**config.mk**
```make
export PLATFORM = sky130hd
export DESIGN_NAME = low_power_mode_control
export DESIGN_NICKNAME = d
export VERILOG_FILES = /design/src/core/low_power_mode_control.v /design/src/core/periph_gate.v /design/src/core/sync2.v
export VERILOG_INCLUDE_DIRS = /design/src /design/src/core
export SDC_FILE = /design/constraint.sdc
export NUM_CORES = 1
export LEC_CHECK = 0
export BUFFER_PORTS_ARGS = -buffer_cell sky130_fd_sc_hd__buf_2
export CAP_MARGIN = 5
export CELL_PAD_IN_SITES_DETAIL_PLACEMENT = 1
export CELL_PAD_IN_SITES_GLOBAL_PLACEMENT = 2
export CORE_UTILIZATION = 30
export CTS_BUF_LIST = sky130_fd_sc_hd__clkbuf_8
export DETAILED_ROUTE_END_ITERATION = 6
export PLACE_DENSITY_LB_ADDON = 0.1
export REMOVE_ABC_BUFFERS = 1
export SLEW_MARGIN = 20
export SYNTH_ARGS = -nofsm -noshare
export SYNTH_HDL_FRONTEND = slang
export SYNTH_SLANG_ARGS = --single-unit
```
**constraint.sdc**
```tcl
create_clock -name clk -period 5.3 [get_ports clk]
set_input_delay 0.265 -clock clk [delete_from_list [all_inputs] [get_ports clk]]
set_output_delay 0.265 -clock clk [all_outputs]
set_load 0.01 [all_outputs]
```
**src/core/power_mode_consts.vh**
```
// Constants for the low-power mode controller: register map, fields, reset values, timing.
// Function
// Deep-sleep instruction puts the device into deep sleep.
// Deep sleep stops the system clock and halts the core.
// Instruction pointer holds its value throughout deep sleep.
// Watchdog and its RC oscillator run in deep sleep only if enabled.
// Brown-out monitor runs in deep sleep only if its option bit allows.
// All other peripherals stay inactive during deep sleep.
// Deep sleep ends only through the sleep-recovery sequence; a reset event here returns straight to run.
// Idle instruction puts the device into idle mode.
// Idle keeps the system clock running.
// Idle stops the core and freezes the instruction pointer.
// Idle keeps watchdog oscillator running; counter counts if enabled.
// Idle leaves all other peripherals clocked and operating.
// Idle ends on interrupt, exception, watchdog, resets or instant recovery.
// Peripherals drop to low power after reset and when disabled.
// Option bits can disable brown-out monitor and watchdog oscillator.
// Software should disable brown-out, watchdog and external clock first.
// Any deep-sleep recovery sets the sleep-wake cause flag.
// Watchdog timeout in deep sleep recovers, sets watchdog and sleep flags.
// Any edge on an enabled wake pin starts deep-sleep recovery.
// Recovery fetches the reset vector into the instruction pointer.
// Wake from idle by interrupt resumes the core; state preserved.
`ifndef POWER_MODE_CONSTS_VH
`define POWER_MODE_CONSTS_VH

// ----------------------------------------
// Register offsets (byte addresses)
// ----------------------------------------
`define PM_CTRL_ADDR        12'h000
`define PM_STATUS_ADDR      12'h004
`define PM_CAUSE_ADDR       12'h008
`define PM_WAKE_EN_ADDR     12'h00c
`define PM_PERIPH_EN_ADDR   12'h010

// ----------------------------------------
// Control register fields
// ----------------------------------------
`define CTRL_WDOG_EN_BIT    0
`define CTRL_WDOG_SLEEP_BIT 1
`define CTRL_WDOG_EXC_BIT   2
`define CTRL_BROWN_SLEEP_BIT 3
`define CTRL_OPT_BROWN_OFF  4
`define CTRL_OPT_WOSC_OFF   5
`define CTRL_INSTANT_BIT    6
`define CTRL_RESET          32'h0000_0001

// ----------------------------------------
// Cause register fields
// ----------------------------------------
`define CAUSE_POR_BIT       7
`define CAUSE_SLEEP_BIT     6
`define CAUSE_WDOG_BIT      5
`define CAUSE_EXT_BIT       4
`define CAUSE_BROWN_BIT     3
`define CAUSE_POR_VALUE     8'h80

// ----------------------------------------
// Widths, counts and recovery timing
// ----------------------------------------
`define PERIPH_COUNT        8
`define WAKE_PINS           8
`define PTR_WIDTH           24
`define RECOVER_CYCLES      4'h4
`define RESET_VECTOR_ADDR   24'h000004

`endif

```
**src/core/low_power_mode_control.v**
```verilog
// Low-power mode controller: deep sleep, idle, recovery and wake cause.
`include "power_mode_consts.vh"

module low_power_mode_control (
  // Clock and reset
  input  wire                      clk,
  input  wire                      rst_b,
  // APB slave
  input  wire                      psel,
  input  wire                      penable,
  input  wire                      pwrite,
  input  wire [11:0]               paddr,
  input  wire [31:0]               pwdata,
  output reg  [31:0]               prdata,
  output reg                       pready,
  output reg                       pslverr,
  // Core requests and events
  input  wire                      sleep_instr,
  input  wire                      idle_instr,
  input  wire                      irq_pending,
  input  wire                      sys_exception,
  input  wire                      wdog_timeout,
  input  wire                      brownout_reset,
  input  wire                      ext_reset_b,
  input  wire [`WAKE_PINS-1:0]     wake_pins,
  input  wire [`PTR_WIDTH-1:0]     vector_data,
  input  wire [`PTR_WIDTH-1:0]     next_fetch_ptr,
  // Gating outputs
  output reg                       sys_clk_en,
  output reg                       core_run,
  output reg                       vector_fetch,
  output reg  [`PTR_WIDTH-1:0]     instruction_pointer,
  output reg                       watchdog_counter_en,
  output reg                       watchdog_osc_en,
  output reg                       brownout_monitor_en,
  output reg                       wdog_exception_req,
  output reg  [`PERIPH_COUNT-1:0]  periph_run,
  output reg  [`PERIPH_COUNT-1:0]  periph_low_power
);

  // ----------------------------------------
  // States
  // ----------------------------------------
  localparam [1:0] ST_RUN     = 2'h0;
  localparam [1:0] ST_IDLE    = 2'h1;
  localparam [1:0] ST_SLEEP   = 2'h2;
  localparam [1:0] ST_RECOVER = 2'h3;

  // ----------------------------------------
  // Reset release and input synchronisers
  // ----------------------------------------
  reg rst_meta;
  reg rst_sync_b;

  always @(posedge clk or negedge rst_b) begin
    if (!rst_b) begin
      rst_meta   <= 1'b0;
      rst_sync_b <= 1'b0;
    end else begin
      rst_meta   <= 1'b1;
      rst_sync_b <= rst_meta;
    end
  end

  wire [`WAKE_PINS-1:0] pin_s;
  wire                  brown_s;
  wire                  ext_rst_s_b;

  // Wake pins are asynchronous and may bounce; only changes seen after both flops count.
  genvar g;
  generate
    for (g = 0; g < `WAKE_PINS; g = g + 1) begin : g_pin
      sync2 u_sync (
        .clk   (clk),
        .rst_b (rst_sync_b),
        .d     (wake_pins[g]),
        .q     (pin_s[g])
      );
    end
  endgenerate

  sync2 u_brown_sync (
    .clk   (clk),
    .rst_b (rst_sync_b),
    .d     (brownout_reset),
    .q     (brown_s)
  );

  // External reset is synchronised inverted so that reset value means "not asserted".
  wire ext_rst_asserted;
  sync2 u_ext_sync (
    .clk   (clk),
    .rst_b (rst_sync_b),
    .d     (~ext_reset_b),
    .q     (ext_rst_asserted)
  );
  assign ext_rst_s_b = ~ext_rst_asserted;

  // ----------------------------------------
  // Registers
  // ----------------------------------------
  reg [31:0]               ctrl;
  reg [7:0]                cause;
  reg [`WAKE_PINS-1:0]     wake_en;
  reg [`PERIPH_COUNT-1:0]  periph_en;
  reg [1:0]                state;
  reg [3:0]                rec_cnt;
  reg                      rec_wdog;
  reg [`WAKE_PINS-1:0]     pin_prev;

  // Recovery counts as deep so that peripherals stay parked until the core restarts.
  wire deep = (state == ST_SLEEP) | (state == ST_RECOVER);
  wire wdog_sleep_on = ctrl[`CTRL_WDOG_EN_BIT] & ctrl[`CTRL_WDOG_SLEEP_BIT]
                       & ~ctrl[`CTRL_OPT_WOSC_OFF];

  // Edge detect reads only the synchronised copies.
  wire pin_wake = |((pin_s ^ pin_prev) & wake_en);
  wire idle_wake = irq_pending | sys_exception | wdog_timeout
                   | ctrl[`CTRL_INSTANT_BIT];
  // A reset pin or a brown-out overrides every mode, deep sleep included.
  wire reset_evt = brown_s | ~ext_rst_s_b;

  // ----------------------------------------
  // APB access
  // ----------------------------------------
  // One wait state: the access phase is taken on its first edge and pready answers on the
  // next, so prdata is registered and no combinational path runs from paddr to the bus.
  // The ~pready term keeps an access phase that is still held from being taken twice.
  wire acc = psel & penable & ~pready;
  wire wr  = acc & pwrite;

  always @(posedge clk or negedge rst_sync_b) begin
    if (!rst_sync_b) begin
      pready  <= 1'b0;
      pslverr <= 1'b0;
      prdata  <= 32'h0000_0000;
    end else begin
      pready  <= acc;
      pslverr <= 1'b0;
      prdata  <= 32'h0000_0000;
      if (acc) begin
        if (paddr == `PM_CTRL_ADDR) begin
          prdata <= ctrl;
        end else if (paddr == `PM_STATUS_ADDR) begin
          prdata <= {30'h0000_0000, state};
        end else if (paddr == `PM_CAUSE_ADDR) begin
          prdata <= {24'h00_0000, cause};
        end else if (paddr == `PM_WAKE_EN_ADDR) begin
          prdata <= {24'h00_0000, wake_en};
        end else if (paddr == `PM_PERIPH_EN_ADDR) begin
          prdata <= {24'h00_0000, periph_en};
        end else begin
          pslverr <= 1'b1;
        end
      end
    end
  end

  // ----------------------------------------
  // Register writes
  // ----------------------------------------
  // Unlisted control bits are not stored, so they always read back as zero.
  always @(posedge clk or negedge rst_sync_b) begin
    if (!rst_sync_b) begin
      ctrl      <= `CTRL_RESET;
      wake_en   <= 8'h00;
      periph_en <= 8'h00;
    end else begin
      if (wr && paddr == `PM_CTRL_ADDR) begin
        ctrl <= {25'h000_0000, pwdata[6:0]};
      end
      if (wr && paddr == `PM_WAKE_EN_ADDR) begin
        wake_en <= pwdata[7:0];
      end
      if (wr && paddr == `PM_PERIPH_EN_ADDR) begin
        periph_en <= pwdata[7:0];
      end
    end
  end

  // ----------------------------------------
  // Mode state machine
  // ----------------------------------------
  always @(posedge clk or negedge rst_sync_b) begin
    if (!rst_sync_b) begin
      state    <= ST_RUN;
      rec_cnt  <= 4'h0;
      rec_wdog <= 1'b0;
      pin_prev <= 8'h00;
      cause    <= `CAUSE_POR_VALUE;
    end else begin
      pin_prev <= pin_s;
      if (reset_evt) begin
        // Resets override any mode; cause holds the latest event only.
        state <= ST_RUN;
        cause <= {3'h0, ~ext_rst_s_b, brown_s, 3'h0};
      end else begin
        case (state)
          ST_RUN: begin
            if (sleep_instr) begin
              state <= ST_SLEEP;
            end else if (idle_instr) begin
              state <= ST_IDLE;
            end
          end
          ST_IDLE: begin
            if (idle_wake) begin
              state <= ST_RUN;
            end
          end
          ST_SLEEP: begin
            // Apart from a reset event, only recovery leaves deep sleep; the core cannot run here.
            if (pin_wake || (wdog_timeout && wdog_sleep_on)) begin
              state    <= ST_RECOVER;
              rec_wdog <= wdog_timeout & wdog_sleep_on;
              rec_cnt  <= `RECOVER_CYCLES;
            end
          end
          default: begin
            // Recovery: the clock is back but the core stays halted while the count runs
            // down, which leaves time for the vector fetch issued at a count of one.
            if (rec_cnt == 4'h0) begin
              state <= ST_RUN;
              cause <= {1'b0, 1'b1, rec_wdog, 5'h00};
            end else begin
              rec_cnt <= rec_cnt - 4'h1;
            end
          end
        endcase
      end
    end
  end

  // ----------------------------------------
  // Gating outputs
  // ----------------------------------------
  always @(posedge clk or negedge rst_sync_b) begin
    if (!rst_sync_b) begin
      sys_clk_en          <= 1'b1;
      core_run            <= 1'b0;
      vector_fetch        <= 1'b0;
      instruction_pointer <= `RESET_VECTOR_ADDR;
      watchdog_counter_en <= 1'b0;
      watchdog_osc_en     <= 1'b1;
      brownout_monitor_en <= 1'b1;
      wdog_exception_req  <= 1'b0;
    end else begin
      sys_clk_en   <= (state != ST_SLEEP);
      core_run     <= (state == ST_RUN) & ~sleep_instr & ~idle_instr;
      vector_fetch <= (state == ST_RECOVER) & (rec_cnt == 4'h1);
      if (state == ST_RECOVER && rec_cnt == 4'h0) begin
        instruction_pointer <= vector_data;
      end else if (core_run && state == ST_RUN && !sleep_instr && !idle_instr) begin
        // Copy the core's pointer only once the core really runs again; on the edge between
        // leaving recovery and the restart its pointer is stale and would overwrite the
        // freshly loaded vector.
        instruction_pointer <= next_fetch_ptr;
      end
      // Pointer holds while idle or sleeping.
      // The option bit removes the oscillator in every mode, not only in deep sleep.
      watchdog_osc_en <= ~ctrl[`CTRL_OPT_WOSC_OFF]
                         & (~deep | wdog_sleep_on);
      watchdog_counter_en <= ctrl[`CTRL_WDOG_EN_BIT] & ~ctrl[`CTRL_OPT_WOSC_OFF]
                             & (~deep | wdog_sleep_on);
      brownout_monitor_en <= ~ctrl[`CTRL_OPT_BROWN_OFF]
                             & (~deep | ctrl[`CTRL_BROWN_SLEEP_BIT]);
      // Watchdog exception is serviced after recovery completes.
      wdog_exception_req <= (state == ST_RECOVER) & (rec_cnt == 4'h0)
                            & rec_wdog & ctrl[`CTRL_WDOG_EXC_BIT];
    end
  end

  // ----------------------------------------
  // Peripheral gating
  // ----------------------------------------
  // Each gate adds one flop and the output stage another, so a peripheral stops two edges
  // after the mode changes; nothing reaches it in that window as the core is already
  // halted.
  wire [`PERIPH_COUNT-1:0] p_run;
  wire [`PERIPH_COUNT-1:0] p_lp;

  generate
    for (g = 0; g < `PERIPH_COUNT; g = g + 1) begin : g_per
      periph_gate u_gate (
        .clk        (clk),
        .rst_b      (rst_sync_b),
        .enable     (periph_en[g]),
        .deep_sleep (deep),
        .run        (p_run[g]),
        .low_power  (p_lp[g])
      );
    end
  endgenerate

  always @(posedge clk or negedge rst_sync_b) begin
    if (!rst_sync_b) begin
      periph_run       <= 8'h00;
      periph_low_power <= 8'hff;
    end else begin
      periph_run       <= p_run;
      periph_low_power <= p_lp;
    end
  end

endmodule

```
**src/core/periph_gate.v**
```verilog
// Clock-enable and low-power request for one peripheral.
module periph_gate (
  // Clock and reset
  input  wire clk,
  input  wire rst_b,
  // Control
  input  wire enable,
  input  wire deep_sleep,
  // Result
  output reg  run,
  output reg  low_power
);

  always @(posedge clk or negedge rst_b) begin
    if (!rst_b) begin
      run       <= 1'b0;
      low_power <= 1'b1;
    end else begin
      run       <= enable & ~deep_sleep;
      low_power <= ~enable | deep_sleep;
    end
  end

endmodule

```
**src/core/sync2.v**
```verilog
// Two-flip-flop synchroniser for one asynchronous level.
module sync2 (
  // Clock and reset
  input  wire clk,
  input  wire rst_b,
  // Data
  input  wire d,
  output reg  q
);

  reg meta;

  always @(posedge clk or negedge rst_b) begin
    if (!rst_b) begin
      meta <= 1'b0;
      q    <= 1'b0;
    end else begin
      meta <= d;
      q    <= meta;
    end
  end

endmodule

```
==> qor.log, run 1 <==
qor: timing.grt_setup_unrepaired false
qor: final_layout.layout.cells.most_common sky130_fd_sc_hd__buf_2
qor: final_layout.nNetsFinal 708
qor: worst_setup_path.criticalPathCategory reg -> reg
qor: global_route.number_of_global_route_vias_before_repair 3,868
qor: worst_setup_path.cp_capture_point instruction_pointer[10]
qor: global_route.grt_first_pass_wirelength 20,900 um
qor: worst_setup_path.critical-path-max-stage-delay 450 ps
qor: clock_network.deepest_level_of_the_cts_h_tree 4
qor: detailed_routing.top_layer_used met4
qor: clock_network.cts_made_buffers 17
qor: worst_setup_path.cell_by_cell_trace_of_the_critical_path inv_1 > ha_1 > nor3b_2 > nand3_1 > buf_4 > nand2_1 > nor2_1 > nor2_1
qor: timing.finalClockSkew 8.02 ps
qor: clock_network.tritoncts done
qor: logic_synthesis.postSynth.asyncResetShare 100%
qor: logic_synthesis.yosys.cell_types.count 51
qor: power.power-per-cell-area 337 mW/mm2
qor: detailed_routing.vias_per_cell 4.43
qor: final_layout.post_route_cells_drive_above_1_share 38.6%
qor: die.fp.dieH 136 um
qor: flow_run.drv_cap 0
qor: global_route.global_route.overflow_total 0
qor: detailed_routing.drt-met1-wl 6050 um
qor: worst_setup_path.critical_path.top_delay_family simple AND/OR/NAND/NOR gates
qor: logic_synthesis.synth_cells 431
qor: worst_setup_path.worstSetupEndpointType register
qor: die.floorplan.initialDensity 31.0%
qor: logic_synthesis.synth_top_cells_by_area sky130_fd_sc_hd__dfrtp_1 54%, sky130_fd_sc_hd__dfstp_2 11%, sky130_fd_sc_hd__mux2_4 4.2%
qor: final_layout.seq_area 0.00348 mm2
qor: final_layout.antenna_cells_inserted 0
qor: clock_network.cts.repair.resized 0
qor: worst_setup_path.critical_path_cell_count 8
qor: clock_network.clk_pin_slew_worst_paths 70 ps
qor: placed_design.place.detailed.hpwl 9540 um
qor: worst_setup_path.crit_path_max_fanout 42
qor: worst_setup_path.arrival_worst_endpoint 2650 ps
qor: clock_network.post_cts.repair.setup_buffers 0
qor: die.floorplan.rows 48
qor: logic_synthesis.fraction_of_the_yosys_area_taken_by_sequential_cells 64.3%
qor: die.design.portCount 193
qor: detailed_routing.met3WireLength 563 um
qor: timing.worst_slew_pin_slew 692 ps
qor: logic_synthesis.multiplexer_area_fraction_after_synthesis 8.63%
qor: timing.layout_min_cycle_time 2280 ps
qor: detailed_routing.drc_errors 0
qor: power.worst_ir_drop_vdd 139 uV
qor: detailed_routing.first_iter_violations 138
qor: worst_setup_path.worst_reg2reg_startpoint rec_cnt[0]
qor: worst_hold_path.hp-class in -> reg
qor: final_layout.layout_common_cells 144 x sky130_fd_sc_hd__buf_2, 115 x sky130_fd_sc_hd__dfrtp_1, 49 x sky130_fd_sc_hd__nor2_1, 27 x sky130_fd_sc_hd__a21oi_1, 25 x sky130_fd_sc_hd__conb_1
qor: clock_network.clock_sink_count 138
qor: logic_synthesis.main_combinational_cell_family_by_area_after_synthesis simple AND/OR/NAND/NOR gates
qor: power.finalPower 2.30 mW
qor: worst_setup_path.slowest_stage sky130_fd_sc_hd__nor3b_2
qor: logic_synthesis.synthDominantAreaCellType sky130_fd_sc_hd__dfrtp_1
qor: worst_setup_path.worst-r2r-setup-slack 3020 ps
qor: final_layout.footprint_of_the_multi_input_gates 0.00170 mm2
qor: timing.final_hold_violation_count 0
qor: logic_synthesis.ys_ff_latch 138
qor: logic_synthesis.synthesis.area 0.00541 mm2
qor: logic_synthesis.synth_edf_count 0
qor: status.status finished, final reports clean
qor: logic_synthesis.avgSynthCellArea 12.6 um2
qor: global_route.grt_start_max_net_pins 81
qor: worst_setup_path.critPathMostFrequentCell sky130_fd_sc_hd__nor2_1
qor: die.die_x 136 um
qor: detailed_routing.first_pass_iters 4
qor: logic_synthesis.adder_cell_fraction_of_synth_area 0.463%
qor: global_route.grtUsageTotal 15.1%
qor: logic_synthesis.post_synthesis_compound_gate_area_fraction 7.79%
qor: detailed_routing.route.antenna.remaining_nets 0
qor: final_layout.flow.area_growth_from_synthesis 26.3%
qor: worst_setup_path.timing.rr.end instruction_pointer[10]
qor: clock_network.worstSkewPairLatency 440 ps
qor: logic_synthesis.synth-simple-area-share 11.5%
qor: power.total_leakage_power 3.48 nW
qor: timing.finalSetupTns 0 ps
qor: detailed_routing.routed_wire_length_on_met2 6480 um
qor: worst_setup_path.critPathLaunchType register
qor: placed_design.gp_routability_congestion 0.786
qor: logic_synthesis.synth-xor-area-share 1.30%
qor: clock_network.ctsRootBufferMaster sky130_fd_sc_hd__clkbuf_8
qor: logic_synthesis.synth_warnings 0
qor: timing.timing.fmax 438 MHz
qor: timing.post-route-period-util 43.1%
qor: placed_design.numPortBuffers 144
qor: timing.timing.max_slew.rel_slack 53.9%
qor: timing.finalSetupViolCount 0
qor: die.core 0.0175 mm2
qor: worst_setup_path.timing.critical_path.from rec_cnt[0]
qor: worst_setup_path.worst-path-buf-inv 2
qor: logic_synthesis.synth_top_area_share 53.7%
qor: detailed_routing.num_vias 3,682
qor: detailed_routing.wirelength 13,300 um
qor: global_route.grt_antenna_before_repair 0
qor: die.die_area 0.0186 mm2
qor: worst_hold_path.min_from idle_instr
qor: logic_synthesis.dominantRegCellSynth sky130_fd_sc_hd__dfrtp_1
qor: detailed_routing.drt_wl_cell 16.0 um
qor: worst_setup_path.timing.critical_path.required 5670 ps
qor: timing.maxSlewViolCount 0
qor: worst_setup_path.r2r_cells 8
qor: final_layout.nFillCells 1,935
qor: clock_network.ctsLongestPathBuffers 2
-- registers in the layout, indices dropped and copies added, names as in the netlist, 2 cells and up --
signal,flops
cause,5
ctrl,7
g_per.u_gate.low_power,8
g_per.u_gate.run,8
g_pin.u_sync.meta,8
g_pin.u_sync.q,8
instruction_pointer,24
periph_en,8
periph_low_power,8
periph_run,8
pin_prev,8
prdata,8
rec_cnt,4
state,2
wake_en,8
-- synth_stat cells (2+ instances only) --
| library cell | n |
|---|---|
| sky130_fd_sc_hd__a2bb2oi_1 | 2 |
| sky130_fd_sc_hd__and2_1 | 2 |
| sky130_fd_sc_hd__xor2_1 | 8 |
| sky130_fd_sc_hd__nor3b_4 | 2 |
| sky130_fd_sc_hd__clkbuf_1 | 8 |
| sky130_fd_sc_hd__o2bb2ai_1 | 2 |
| sky130_fd_sc_hd__nor2_1 | 49 |
| sky130_fd_sc_hd__a21oi_1 | 27 |
| sky130_fd_sc_hd__conb_1 | 2 |
| sky130_fd_sc_hd__nor4_1 | 2 |
| sky130_fd_sc_hd__dfstp_2 | 22 |
| sky130_fd_sc_hd__mux2i_1 | 14 |
| sky130_fd_sc_hd__nand3_1 | 4 |
| sky130_fd_sc_hd__a22oi_1 | 8 |
| sky130_fd_sc_hd__and3_1 | 6 |
| sky130_fd_sc_hd__o22ai_1 | 13 |
| sky130_fd_sc_hd__mux2_2 | 9 |
| sky130_fd_sc_hd__a22o_1 | 3 |
| sky130_fd_sc_hd__buf_4 | 24 |
| sky130_fd_sc_hd__dfrtp_1 | 116 |
| sky130_fd_sc_hd__ha_1 | 2 |
| sky130_fd_sc_hd__mux2_4 | 15 |
| sky130_fd_sc_hd__buf_2 | 5 |
| sky130_fd_sc_hd__nand4_1 | 2 |
| sky130_fd_sc_hd__nor3_1 | 13 |
| sky130_fd_sc_hd__o21ai_0 | 3 |
| sky130_fd_sc_hd__inv_1 | 16 |
| sky130_fd_sc_hd__nand2b_1 | 3 |
| sky130_fd_sc_hd__o31ai_1 | 3 |
| sky130_fd_sc_hd__a31o_2 | 2 |
| sky130_fd_sc_hd__nand2_1 | 24 |
-- repair_timing --
action                                  in CTS  in global routing
endpoints found under the setup margin       0                  0
endpoints found under the hold margin       12                  0
hold buffers                                11                  0
-- power by group --
part | leakage [nW] | switching [mW] | total (mW) | internal [mW]
clock network | 0.211 | 0.399 | 0.904 | 0.505
logic | 1.57 | 0.135 | 0.242 | 0.107
registers | 1.70 | 0.0373 | 1.16 | 1.12
-- logic make-up (layout without fill, tap and decap cells) --
logic type / count (synthesis) / count (layout)
compound gates: 67 / 67
buf+inv: 56 / 209
fa+ha+maj: 2 / 2
mux: 38 / 38
xor+xnor: 8 / 8
other cells: 2 / 25
simple gates: 120 / 120
flops: 138 / 138
-- worst min path at each step --
stage | slack [ps] | depth (start not counted) | endpoint
after floorplan | -30 | 0 | rst_meta
after global placement | 50 | 1 | rst_meta
after detailed placement | 50 | 1 | rst_meta
after CTS | 10 | 2 | core_run
after global routing | 30 | 2 | core_run
final | 40 | 2 | core_run
-- final cells by class --
cell class                      instances  area share (%)
Tap cell                              225            4.12
Clock inverter                         15            2.71
Sequential cell                       138            51.0
Inverter                               18           0.988
Clock buffer                           17            3.42
Timing Repair Buffer                  159            12.9
Multi-Input combinational cell        260            24.9
-- stage by stage --
step | area, um2 | hold slack (ps) | utilization [%] | setup slack (ps) | instances
2_1_floorplan | 5250 | -30.6 | - | 1210 | 416
3_3_place_gp | 6280 | 50.3 | 35.9 | 3010 | 788
3_5_place_dp | 6280 | 51.5 | 35.9 | 3000 | 788
4_1_cts | 6810 | 10.4 | 39.0 | 2990 | 831
5_1_grt | 6840 | 30.4 | 39.1 | 2740 | 832
6_report | 6840 | 42.2 | 39.1 | 3020 | 832
-- layer usage --
metal  GRT usage (%)  up-vias
met5               0        -
met4            6.30        0
met3            3.47       15
met2            24.0      105
met1            19.7     1810
li1                -     1752
No activity file was read; power rests on OpenSTA's default activity.
==> run 2: changes to the inputs <==
--- a/config.mk
+++ b/config.mk
@@ -10,7 +10,7 @@
 export CAP_MARGIN = 5
 export CELL_PAD_IN_SITES_DETAIL_PLACEMENT = 1
 export CELL_PAD_IN_SITES_GLOBAL_PLACEMENT = 2
-export CORE_UTILIZATION = 30
+export CORE_UTILIZATION = 29
 export CTS_BUF_LIST = sky130_fd_sc_hd__clkbuf_8
 export DETAILED_ROUTE_END_ITERATION = 6
 export PLACE_DENSITY_LB_ADDON = 0.1
==> constraint.sdc (replaced) <==
create_clock -name clk -period 1.9 [get_ports clk]
set_input_delay 0.095 -clock clk [delete_from_list [all_inputs] [get_ports clk]]
set_output_delay 0.095 -clock clk [all_outputs]
set_load 0.01 [all_outputs]
==> qor.log, run 2 (synthesis gave the netlist of run 1 again) <==
qor: timing.timing.fmax 562 MHz [+28%]
qor: die.die_x 139 um [+1.7%]
qor: die.design.portCount 193 [unchanged]
qor: timing.final_hold_violation_count 0 [unchanged]
qor: placed_design.numPortBuffers 144 [unchanged]
qor: worst_setup_path.worstSetupEndpointType register
qor: worst_setup_path.crit_path_max_fanout 8 [-81%]
qor: clock_network.clk_pin_slew_worst_paths 80 ps [about the same]
qor: detailed_routing.first_iter_violations 131 [-5.1%]
qor: worst_hold_path.hp-class in -> reg
qor: detailed_routing.wirelength 14,100 um [+5.9%]
qor: power.total_leakage_power 3.83 nW [+10%]
qor: power.finalPower 6.60 mW [+190%]
qor: placed_design.dpl_cell_area 0.00649 mm2 [+3.3%]
qor: final_layout.nNetsFinal 783 [+11%]
qor: final_layout.layout_common_cells 144 x sky130_fd_sc_hd__buf_2, 115 x sky130_fd_sc_hd__dfrtp_1, 70 x sky130_fd_sc_hd__dlygate4sd3_1, 49 x sky130_fd_sc_hd__nor2_1, 27 x sky130_fd_sc_hd__a21oi_1
qor: power.worst_ir_drop_vdd 399 uV [+190%]
qor: global_route.global_route.overflow_total 0 [unchanged]
qor: final_layout.post_route_insts_no_fill 911 [+9.5%]
qor: worst_setup_path.arrival_worst_endpoint 2110 ps [-540 ps]
qor: clock_network.clock_sink_count 138 [unchanged]
qor: clock_network.worstSkewPairLatency 440 ps [about the same]
qor: worst_setup_path.timing.critical_path.required 2230 ps [-3440 ps]
qor: worst_setup_path.cp_capture_point periph_en[1]
qor: final_layout.nFillCells 2,004 [+3.6%]
qor: status.violations design-rule violations
qor: final_layout.max_ffs_per_register 24 [unchanged]
qor: clock_network.tritoncts done
qor: global_route.number_of_global_route_vias_before_repair 4,323 [+12%]
qor: detailed_routing.vias_per_cell 4.37 [-1.4%]
qor: placed_design.gp_routability_congestion 0.788 [+0.22%]
qor: clock_network.cts_made_buffers 17 [unchanged]
qor: worst_setup_path.worst-r2r-setup-slack 120 ps [-2900 ps]
qor: final_layout.post_route_cells_drive_above_1_share 37.2% [-1.3 points]
qor: flow_run.drv_cap 0 [unchanged]
qor: global_route.grt_antenna_before_repair 0 [unchanged]
qor: timing.finalClockSkew 7.23 ps [-0.795 ps]
qor: global_route.grt_start_max_net_pins 56 [-31%]
qor: die.fp.dieH 139 um [+1.7%]
qor: placed_design.place.detailed.hpwl 9960 um [+4.4%]
qor: global_route.grt_first_pass_wirelength 22,800 um [+9.0%]
qor: timing.grt_setup_unrepaired false
qor: global_route.grtUsageTotal 15.6% [+0.50 points]
qor: die.floorplan.initialDensity 29.8% [-1.1 points]
qor: worst_setup_path.r2r_cells 5 [-3]
qor: timing.maxSlewViolCount 0 [unchanged]
qor: clock_network.ctsLongestPathBuffers 2 [unchanged]
qor: die.floorplan.rows 49 [+2.1%]
qor: timing.layout_min_cycle_time 1780 ps [-504 ps]
qor: final_layout.fin_area 0.00763 mm2 [+12%]
qor: power.power-per-cell-area 866 mW/mm2 [+160%]
qor: detailed_routing.route.antenna.remaining_nets 0 [unchanged]
qor: die.core 0.0181 mm2 [+3.8%]
qor: final_layout.layout.cells.most_common sky130_fd_sc_hd__buf_2
qor: worst_setup_path.criticalPathCategory reg -> reg
qor: placed_design.placed_cells 809 [+2.7%]
qor: timing.finalSetupViolCount 0 [unchanged]
qor: status.status complete, but fails checks
qor: worst_setup_path.timing.critical_path.from pready
qor: clock_network.deepest_level_of_the_cts_h_tree 4 [unchanged]
qor: clock_network.ctsRootBufferMaster sky130_fd_sc_hd__clkbuf_8
qor: final_layout.regMostFlops instruction_pointer
qor: final_layout.flow.area_growth_from_synthesis 41.0%
qor: timing.post-route-period-util 93.7% [+51 points]
qor: detailed_routing.drt_wl_cell 15.4 um [-3.3%]
qor: detailed_routing.num_vias 3,977 [+8.0%]
qor: die.die_area 0.0192 mm2 [+3.4%]
qor: worst_setup_path.critPathLaunchType register
qor: final_layout.antenna_cells_inserted 0 [unchanged]
qor: detailed_routing.drc_errors 22 [+22]
qor: worst_setup_path.timing.rr.end periph_en[1]
qor: worst_setup_path.worst_reg2reg_startpoint pready
qor: detailed_routing.first_pass_iters 6 [+2]
==> run 2: layer usage <==
layer	routed length [um]	vias to the layer above	GRT usage, %
met4	261	0	6.27
met2	6990	101	26.6
met5	0	-	0
met3	572	19	3.49
li1	-	1906	-
met1	6240	1951	19.1
==> run 2: where the power goes <==
group,internal (mW),switching (mW)
combinational,0.394,0.403
clock,1.37,1.22
sequential,3.13,0.100
total,4.88,1.72
==> run 2: cell type report <==
type	instances	area, um2	share of cell area [%]
Tap cell	229	287	3.76
Clock inverter	14	185	2.43
Clock buffer	18	248	3.25
Sequential cell	138	3480	45.7
Timing Repair Buffer	234	1650	21.6
Multi-Input combinational cell	260	1710	22.4
Inverter	18	67.6	0.886
==> run 2: metrics by stage <==
| step | setup WS (ps) | hold slack (ps) | setup TNS (ps) | util (%) |
|---|---|---|---|---|
| global placement | 96.4 | -120 | 0 | 35.7 |
| detailed placement | 22.9 | -114 | 0 | 35.7 |
| CTS | 80.4 | 26.4 | 0 | 42.0 |
| global route | 11.0 | 39.5 | 0 | 42.0 |
| finish | 120 | 43.9 | 0 | 42.0 |
| floorplan | -2190 | -201 | -288570 | - |
==> run 2: worst max-delay path, cell delays in order, from the launching register on <==
cell                      delay, ps
sky130_fd_sc_hd__dfrtp_1        380
sky130_fd_sc_hd__or2_1          300
sky130_fd_sc_hd__inv_2          100
sky130_fd_sc_hd__and2_1         180
sky130_fd_sc_hd__nand4_2        320
sky130_fd_sc_hd__mux2_2         380
==> run 2: how the worst min path moves through the flow <==
stage	start	slack, ps	cells past startpoint	end
global placement	rst_b	-120	1	rst_meta
global route	sleep_instr	40	3	state[1]
floorplan	rst_b	-200	0	rst_meta
CTS	sleep_instr	30	3	state[1]
detailed placement	rst_b	-110	1	rst_meta
finish	sleep_instr	40	3	state[1]
==> run 2: repair_timing <==
| action | 4_1_cts | 5_1_grt |
|---|---|---|
| resized for setup | 1 | 2 |
| endpoints found under the setup margin | 2 | 6 |
| buffers inserted | 0 | 0 |
| hold buffers | 70 | 0 |
| hold endpoints to repair | 60 | 0 |
| gates cloned | 0 | 0 |
